[src/rtl/pcpg_pkg.sv]
// Purpose: shared constants and types of the panel control pulse generator
// Assumes: 32-bit AHB-Lite register bus, one clock
// Notes:   channel registers sit at a fixed stride, status word last
package pcpg_pkg;

   // channel count and counter widths
   localparam int NCH    = 9;
   localparam int LINE_W = 11;
   localparam int PIX_W  = 11;
   localparam int CTRL_W = 2;

   // control setting bits
   localparam int CTRL_POL_BIT = 0;
   localparam int CTRL_TOG_BIT = 1;

   // pixel count runs this many clocks ahead of first output data
   localparam logic [PIX_W-1:0] PIX_LEAD = 11'h006;

   // strap bits
   localparam int STRAP_W        = 5;
   localparam int STRAP_ONCE_BIT = 2;

   // register map, byte offsets inside the block
   localparam int                OFS_W      = 12;
   localparam logic [OFS_W-1:0]  CH_STRIDE  = 12'h020;
   localparam logic [2:0]        K_VSTART   = 3'h0;
   localparam logic [2:0]        K_VDUR     = 3'h1;
   localparam logic [2:0]        K_HSTART   = 3'h2;
   localparam logic [2:0]        K_HDUR     = 3'h3;
   localparam logic [2:0]        K_CTRL     = 3'h4;
   localparam int                CH_LSB     = 5;
   localparam int                K_LSB      = 2;
   localparam logic [OFS_W-1:0]  REG_STATUS = 12'h200;

   // status word fields
   localparam int STAT_PIX_LSB    = 0;
   localparam int STAT_LOADED_BIT = 11;
   localparam int STAT_LINE_LSB   = 16;
   localparam int STAT_STRAP_LSB  = 27;

   // AHB-Lite codes
   localparam logic [1:0] HTRANS_NONSEQ = 2'h2;
   localparam logic       HRESP_OKAY    = 1'h0;

   // one channel's settings
   typedef struct packed {
      logic [LINE_W-1:0] vstart;
      logic [LINE_W-1:0] vdur;
      logic [PIX_W-1:0]  hstart;
      logic [PIX_W-1:0]  hdur;
      logic [CTRL_W-1:0] ctrl;
   } pcpg_chan_cfg_t;

   localparam pcpg_chan_cfg_t CFG_RST = '0;

endpackage

[src/rtl/pcpg_channel.sv]
// Purpose: one programmable control output channel
// Assumes: line and pixel counts come from the top, already restarted
// Notes:   output lags the pixel match by two clocks
`timescale 1ns/100ps
module pcpg_channel
   import pcpg_pkg::*;
(
   // clock and reset
   input  wire logic           i_clk,
   input  wire logic           i_srst,
   // settings and counts
   input  wire pcpg_chan_cfg_t i_cfg,
   input  wire logic [LINE_W-1:0] i_line,
   input  wire logic [PIX_W-1:0]  i_pix,
   // output level
   output logic                o_level
);

   logic [LINE_W:0]  v_end;
   logic             v_en;
   logic             multi;
   logic             at_h;
   logic             start;
   logic             m_on;
   logic             m_off;
   logic             active;
   logic             active_d;
   logic [PIX_W-1:0] cnt;
   logic             tog;
   logic             rise;
   logic             next_tog;
   logic             tog_mode;
   logic             pol;

   assign tog_mode = i_cfg.ctrl[CTRL_TOG_BIT];
   assign pol      = i_cfg.ctrl[CTRL_POL_BIT];
   assign v_end    = {1'b0, i_cfg.vstart} + {1'b0, i_cfg.vdur};
   // zero duration means no vertical gating at all
   assign v_en  = (i_cfg.vdur == '0) ||
                  ({1'b0, i_line} >= {1'b0, i_cfg.vstart} &&
                   {1'b0, i_line} < v_end);
   assign multi = (i_cfg.vdur != '0) && (i_cfg.hdur == '0);
   assign at_h  = (i_pix == i_cfg.hstart);
   assign start = at_h && v_en && (i_cfg.hdur != '0);
   assign m_on  = multi && at_h && (i_line == i_cfg.vstart);
   assign m_off = multi && at_h && ({1'b0, i_line} == v_end);

   // a running pulse is never retriggered, so a duration longer than
   // a line skips the next line's start
   always_ff @(posedge i_clk) begin
      if (i_srst) begin
         active <= 1'b0;
         cnt    <= '0;
      end else if (multi) begin
         if (m_on) begin
            active <= 1'b1;
         end else if (m_off) begin
            active <= 1'b0;
         end
      end else if (!active) begin
         if (start) begin
            active <= 1'b1;
            cnt    <= i_cfg.hdur - PIX_W'(1);
         end
      end else if (cnt == '0) begin
         active <= 1'b0;
      end else begin
         cnt <= cnt - PIX_W'(1);
      end
   end

   assign rise     = active && !active_d;
   assign next_tog = tog ^ rise;

   always_ff @(posedge i_clk) begin
      if (i_srst) begin
         active_d <= 1'b0;
         tog      <= 1'b0;
         o_level  <= 1'b0;
      end else begin
         active_d <= active;
         tog      <= next_tog;
         o_level  <= (tog_mode ? next_tog : active) ^ pol;
      end
   end
endmodule // pcpg_channel

[src/rtl/pcpg_top.sv]
// Purpose: panel control pulse generator with AHB-Lite register access
// Assumes: frame and line start pulses come from the output timing, one
//          clock wide; frame start also counts as a line start
// Notes:   zero wait state slave, always OKAY
// Operation
// - Every control output is made by comparing line and pixel counts to settings.
// - A vertical start and duration pair gives each output's window in lines.
// - Vertical start is the first active line; duration counts the enabled lines.
// - Horizontal start is the pixel count at which the output goes active.
// - Horizontal duration is how many pixel counts the output stays active.
// - Horizontal pulses happen only on lines inside the vertical window; a zero vertical duration lets them happen on every line.
// - Strap two low reloads settings every frame; high loads them once.
// - Control bit zero inverts the output, constant levels included.
// - Control bit one makes the output toggle on each generated rising edge.
// - Pixel count starts six clocks before the line's first output data.
// - A horizontal duration of at least one line but under two lines pulses every other line.
`timescale 1ns/100ps
module pcpg_top
   import pcpg_pkg::*;
#(
   parameter int P_NCH = NCH
)(
   // clock and reset
   input  wire logic              I_CLK,
   input  wire logic              I_SRST,
   // AHB-Lite slave
   input  wire logic              I_HSEL,
   input  wire logic [31:0]       I_HADDR,
   input  wire logic [1:0]        I_HTRANS,
   input  wire logic              I_HWRITE,
   input  wire logic [2:0]        I_HSIZE,
   input  wire logic [31:0]       I_HWDATA,
   input  wire logic              I_HREADY,
   output logic                   O_HREADYOUT,
   output logic                   O_HRESP,
   output logic [31:0]            O_HRDATA,
   // output timing
   input  wire logic              I_FRAME_START,
   input  wire logic              I_LINE_START,
   // configuration straps
   input  wire logic [STRAP_W-1:0] I_TEST_STRAP,
   // panel controls
   output logic [P_NCH-1:0]       O_PROGRAMMABLE_CONTROL_OUTPUTS,
   output logic                   O_DATA_START,
   // serial memory reload request
   output logic                   O_RELOAD_REQ
);

   pcpg_chan_cfg_t    cfg [P_NCH];
   logic [LINE_W-1:0] line;
   logic [PIX_W-1:0]  pix;
   logic              loaded;
   logic              strap_once;

   // bus state
   logic              addr_ok;
   logic              wr_pend;
   logic [OFS_W-1:0]  wr_ofs;
   logic [OFS_W-1:0]  rd_ofs;
   logic [31:0]       next_rdata;
   logic [3:0]        wr_ch;
   logic [2:0]        wr_k;
   logic [3:0]        rd_ch;
   logic [2:0]        rd_k;

   assign strap_once = I_TEST_STRAP[STRAP_ONCE_BIT];

   // -------- line and pixel counters
   always_ff @(posedge I_CLK) begin
      if (I_SRST) begin
         line <= '0;
      end else if (I_FRAME_START) begin
         line <= '0;
      end else if (I_LINE_START && line != '1) begin
         line <= line + LINE_W'(1);
      end
   end

   // pixel count saturates so a stalled line never wraps into a start
   always_ff @(posedge I_CLK) begin
      if (I_SRST) begin
         pix <= '0;
      end else if (I_FRAME_START || I_LINE_START) begin
         pix <= '0;
      end else if (pix != '1) begin
         pix <= pix + PIX_W'(1);
      end
   end

   // marks where output data begins, PIX_LEAD counts into the line
   always_ff @(posedge I_CLK) begin
      if (I_SRST) begin
         O_DATA_START <= 1'b0;
      end else begin
         O_DATA_START <= (pix == PIX_LEAD);
      end
   end

   // -------- serial memory reload
   // the download engine itself lives elsewhere; this only asks for it
   always_ff @(posedge I_CLK) begin
      if (I_SRST) begin
         O_RELOAD_REQ <= 1'b0;
         loaded       <= 1'b0;
      end else begin
         O_RELOAD_REQ <= I_FRAME_START && (!strap_once || !loaded);
         if (I_FRAME_START) begin
            loaded <= 1'b1;
         end
      end
   end

   // -------- AHB-Lite slave
   assign O_HREADYOUT = 1'b1;
   assign O_HRESP     = HRESP_OKAY;
   assign addr_ok     = I_HSEL && I_HREADY && (I_HTRANS == HTRANS_NONSEQ);
   assign rd_ofs      = I_HADDR[OFS_W-1:0];
   assign rd_ch       = rd_ofs[CH_LSB +: 4];
   assign rd_k        = rd_ofs[K_LSB +: 3];
   assign wr_ch       = wr_ofs[CH_LSB +: 4];
   assign wr_k        = wr_ofs[K_LSB +: 3];

   always_ff @(posedge I_CLK) begin
      if (I_SRST) begin
         wr_pend <= 1'b0;
         wr_ofs  <= '0;
      end else begin
         wr_pend <= addr_ok && I_HWRITE;
         if (addr_ok) begin
            wr_ofs <= rd_ofs;
         end
      end
   end

   // read data is fetched in the address phase so it stands from a flop
   always_comb begin
      next_rdata = '0;
      if (rd_ofs == REG_STATUS) begin
         next_rdata[STAT_PIX_LSB +: PIX_W]     = pix;
         next_rdata[STAT_LOADED_BIT]           = loaded;
         next_rdata[STAT_LINE_LSB +: LINE_W]   = line;
         next_rdata[STAT_STRAP_LSB +: STRAP_W] = I_TEST_STRAP;
      end else if (rd_ofs < OFS_W'(P_NCH * CH_STRIDE) &&
                   rd_ofs[1:0] == 2'h0) begin
         if (rd_k == K_VSTART) begin
            next_rdata[LINE_W-1:0] = cfg[rd_ch].vstart;
         end else if (rd_k == K_VDUR) begin
            next_rdata[LINE_W-1:0] = cfg[rd_ch].vdur;
         end else if (rd_k == K_HSTART) begin
            next_rdata[PIX_W-1:0] = cfg[rd_ch].hstart;
         end else if (rd_k == K_HDUR) begin
            next_rdata[PIX_W-1:0] = cfg[rd_ch].hdur;
         end else if (rd_k == K_CTRL) begin
            next_rdata[CTRL_W-1:0] = cfg[rd_ch].ctrl;
         end
      end
   end

   always_ff @(posedge I_CLK) begin
      if (I_SRST) begin
         O_HRDATA <= '0;
      end else if (addr_ok && !I_HWRITE) begin
         O_HRDATA <= next_rdata;
      end
   end

   // -------- channel settings, written in the data phase
   always_ff @(posedge I_CLK) begin
      if (I_SRST) begin
         for (int i = 0; i < P_NCH; i++) begin
            cfg[i] <= CFG_RST;
         end
      end else if (wr_pend && wr_ofs < OFS_W'(P_NCH * CH_STRIDE) &&
                   wr_ofs[1:0] == 2'h0) begin
         if (wr_k == K_VSTART) begin
            cfg[wr_ch].vstart <= I_HWDATA[LINE_W-1:0];
         end else if (wr_k == K_VDUR) begin
            cfg[wr_ch].vdur <= I_HWDATA[LINE_W-1:0];
         end else if (wr_k == K_HSTART) begin
            cfg[wr_ch].hstart <= I_HWDATA[PIX_W-1:0];
         end else if (wr_k == K_HDUR) begin
            cfg[wr_ch].hdur <= I_HWDATA[PIX_W-1:0];
         end else if (wr_k == K_CTRL) begin
            cfg[wr_ch].ctrl <= I_HWDATA[CTRL_W-1:0];
         end
      end
   end

   // -------- output channels
   for (genvar g = 0; g < P_NCH; g++) begin : g_ch
      pcpg_channel u_ch (
         .i_clk   (I_CLK),
         .i_srst  (I_SRST),
         .i_cfg   (cfg[g]),
         .i_line  (line),
         .i_pix   (pix),
         .o_level (O_PROGRAMMABLE_CONTROL_OUTPUTS[g])
      );
   end
endmodule // pcpg_top

[config.mk]
export PLATFORM = sky130hd
export DESIGN_NAME = pcpg_top
export DESIGN_NICKNAME = d
export VERILOG_FILES = /design/src/rtl/pcpg_pkg.sv /design/src/rtl/pcpg_channel.sv /design/src/rtl/pcpg_top.sv
export SDC_FILE = /design/constraint.sdc
export NUM_CORES = 2
export LEC_CHECK = 0
export BUFFER_PORTS_ARGS = -buffer_cell sky130_fd_sc_hd__buf_2
export CELL_PAD_IN_SITES_DETAIL_PLACEMENT = 0
export CELL_PAD_IN_SITES_GLOBAL_PLACEMENT = 2
export CORE_MARGIN = 2
export CORE_UTILIZATION = 30
export CTS_CLUSTER_SIZE = 20
export DETAILED_ROUTE_END_ITERATION = 8
export PLACE_DENSITY_LB_ADDON = 0.05
export SKIP_LAST_GASP = 1
export SYNTH_ARGS = -nofsm -noshare
export SYNTH_HDL_FRONTEND = slang
export SYNTH_SLANG_ARGS = --single-unit
[constraint.sdc]
create_clock -name I_CLK -period 4.5 [get_ports I_CLK]
set_input_delay 0.9 -clock I_CLK [delete_from_list [all_inputs] [get_ports I_CLK]]
set_output_delay 0.9 -clock I_CLK [all_outputs]
set_load 0.005 [all_outputs]
==> parameters.txt <==
Parameter                              Value

Timing
  Final Hold Slack    0.4166 ns
  Worst slew margin    0.1887
  Final critical path time including I/O delays and setup    4.292 ns
  Final count of negative-setup-slack endpoints    0
  Part of the cycle the worst path needs    0.9537
  Number of max-slew violations in the final report    0
  Max Clock Skew    0.04240 ns
  Worst slew pin tran    1.217 ns
  Worst setup slack after layout    0.2083 ns
  Setup_tns    0 ns
  Highest attainable clock frequency    0.2330 GHz
  Count of final hold-check violations    0

Hold path
  Startpoint of the lowest-slack hold path    I_TEST_STRAP[3]
  Worst hold path depth    3
  Endpoint, Worst Hold    O_HRDATA[30]
  Class of the tightest hold or removal check    in -> reg

Detailed routing
  Via count of the routed design    39380
  Routed via count divided by cell count    5.111
  TritonRoute pass-1 iters    7
  Total routed wirelength    209.6 mm
  Number of remaining DRC errors    0
  Residual antenna-violating net count after detailed routing    0
  DR WL/cell    27.20 µm
  Number of DRC violations after detailed-routing iteration 0    3519

Placement
  HPWL Detailed    152.8 mm
  Number of port buffers    75
  Pre-CTS setup slack    -0.1979 ns
  Routability congestion estimate    0.8552

Clock network
  CTS tree    built
  Later-pin clock latency in the skew report    0.77 ns
  # clock sinks    937
  Num CTS Buffers    117
  Clock root buffer    clkbuf_16
  Buffer depth of the longest clock path    3
  H-tree levels    3
  Reg clk slew, reported paths    0.06 ns
  Hold buffer count at CTS    0

Global route
  Maximum number of pins on one net before global-route repair    93
  Overflow left after global routing    0
  Vias in the first global route    38680
  Wire length of the first global-routing pass    295.6 mm
  Total Routing Usage GR    0.2240
  Number of antenna violations at the first check in global routing    37

Cells and area
  Post-synthesis to final-layout area growth    18.00%
  Share of the core filled with cells    0.3557
  Nets@finish    5625
  Filler Cells Inserted    18050
  Register cell area after layout    26140 µm²
  Commonest cells after routing, fill and taps aside    edfxtp_1 (736), and2_1 (412), conb_1 (328), ha_1 (308), buf_4 (269)
  Share of final-layout standard cells stronger than drive strength 1    0.1627
  Most common cell after layout, fill and taps aside    edfxtp_1
  Footprint of the multi-input gates    27710 µm²

Worst setup path
  Largest delay contributor family on the critical path    compound AO/OA/AOI/OAI gates
  Crit path DAT    4.89 ns
  Reg2Reg Depth    22
  Reg2reg end    g_ch[3].u_ch.cnt[2]
  Maximum single-stage delay on the critical path    0.44 ns
  Worst reg2reg setup slack    0.21 ns
  Kind of capture point of the worst setup path    register
  Bufs and invs on worst path    3
  Largest fanout on the critical path    8
  Element type at the critical path start    register
  Critical-path cell list    ha_1, inv_1, fa_1, nor2b_1, o21ai_1, a21oi_1, o21ai_1, a21boi_1, o21ai_1, nor4b_2, a311oi_1, ha_1, nand3_1, or2_2, a21o_1, o211a_1, o311ai_2, buf_4, buf_12, a21oi_1, o21ai_0, a21oi_1
  Crit path max-delay cell type    fa_1
  FF-to-FF Start    cfg[3][24]
  Crit Path Class    reg -> reg
  Data required, critical path    5.10 ns

Synthesis
  Gate Count Post-Synth    4700
  Dominant register cell in the synthesized netlist    edfxtp_1
  Synth Warn #    0
  Share of the yosys chip area belonging to registers    0.4806
  Count of flip-flops with a built-in enable after synthesis    736
  Post-Syn Area    54360 µm²
  Yosys top cell by area    edfxtp_1
  Synthesized area divided by synthesized cell count    11.57 µm²
  Yosys cell types    96
  Share of Yosys cell area claimed by the top area cell type    0.4066
  Top post-synthesis cells by area    edfxtp_1 (41%), mux4_2 (9.4%), dfxtp_1 (7.4%)
  Fraction of registers with async set or reset after synthesis    0
  Flip-flop and latch count after synthesis    937

Power and ir drop
  VDD IR-drop max    321.8 µV
  Leakage dissipation    24.57 nW
  P per Cell Area    336.1 nW/µm²

Die
  Number of primary I/O pins    126
  Total die area    184600 µm²
  Placeable Area    180400 µm²
  Starting utilization of the core area    0.3014
  Horizontal die dimension    429.7 µm
  Number of rows created at floorplan    156
  Die Ht    429.7 µm

Outcome
  Run status    complete, no violations

Flow run
  Reported max-cap violation count    0
==> final cells by class <==
type,count,share of cell area
well taps,2370,0.04623
multi-input cells,3626,0.4320
repair buffers,362,0.04463
diodes,11,0.0004291
clock buffers,161,0.05044
flip-flops and latches,937,0.4075
clock inverters,56,0.008056
inverters,182,0.01067
==> Yosys cell counts, drive strengths merged, types with 16 or more instances <==
library cell,n
edfxtp,736
and2,416
ha,309
a21oi,257
nor2,240
mux4,227
o21ai,213
nand2,203
dfxtp,201
inv,180
clkbuf,168
xor2,158
nor3,145
xnor2,115
buf,113
nand3,105
nor2b,88
nor4,84
a21o,55
nand4,55
mux2i,54
a31oi,52
nand2b,49
or3,44
nor3b,36
a211oi,31
o21a,28
a22oi,27
o211ai,27
or2,26
and3,25
a2111oi,16
==> kinds of logic after synthesis <==
kind of cell               Yosys count  synth area share
and+or+nand+nor                   1566            0.1579
buffers and inverters              463           0.03653
AOI/OAI and AO/OA                  845           0.09870
adders and majority gates          318           0.07444
other                                2         0.0001382
xor gates and xnor gates           273           0.04399
DFF                                937            0.4806
muxes                              296            0.1077
==> tightest hold or removal path: stages <==
cell and delay (ns):
buf_2 0.10, nand3_1 0.05, a21oi_1 0.06
==> what timing repair did <==
action,in CTS,in global routing
gates cloned,0,1
resized for setup,5,71
pin swaps,2,29
setup buffers,1,6
setup endpoints to repair,20,96
hold endpoints to repair,0,0
==> stage by stage <==
step | std cells | total power, mW | area, µm²
3_3_place_gp | 7469 | 12.35 | 60070
5_1_grt | 7696 | 22.34 | 64120
2_1_floorplan | 5026 | 11.32 | 55580
3_5_place_dp | 7469 | 12.35 | 60070
6_report | 7705 | 21.56 | 64140
4_1_cts | 7687 | 21.84 | 63840
==> layer usage <==
metal	up-vias	part of all wire	track usage
li1	18370	-	-
met1	19840	0.47	0.3213
met2	963	0.46	0.3595
met3	209	0.049	0.02657
met4	0	0.025	0.05357
met5	-	0	0
==> where the power goes <==
part | internal (mW) | switching (mW) | total [mW]
Combinational | 0.860 | 1.30 | 2.16
Clock | 5.40 | 3.98 | 9.38
Sequential | 9.73 | 0.277 | 10.0
Total | 16.0 | 5.56 | 21.6
==> flip-flops by register name, indices dropped and copies added (netlist names) <==
| signal | flops |
|---|---|
| wr_ofs | 12 |
| O_RELOAD_REQ | 1 |
| wr_pend | 1 |
| line | 11 |
| g_ch.u_ch.active | 9 |
| g_ch.u_ch.o_level | 9 |
| O_DATA_START | 1 |
| cfg | 736 |
| g_ch.u_ch.tog | 9 |
| g_ch.u_ch.cnt | 99 |
| loaded | 1 |
| g_ch.u_ch.active_d | 9 |
| O_HRDATA | 28 |
| pix | 11 |
==> worst max path at each step <==
stage,startpoint,to,slack [ns],cells past startpoint
6_report,cfg[3][24],g_ch[3].u_ch.cnt[2],0.21,22
5_1_grt,cfg[3][24],g_ch[3].u_ch.cnt[3],-0.03,22
4_1_cts,cfg[4][24],g_ch[4].u_ch.cnt[6],0.003,23
3_5_place_dp,cfg[4][24],g_ch[4].u_ch.cnt[6],-0.20,23
3_3_place_gp,cfg[4][24],g_ch[4].u_ch.cnt[8],-0.24,23
2_1_floorplan,cfg[3][24],g_ch[3].u_ch.cnt[3],0.46,21
Note: power is estimated with default switching activity, not from simulation.
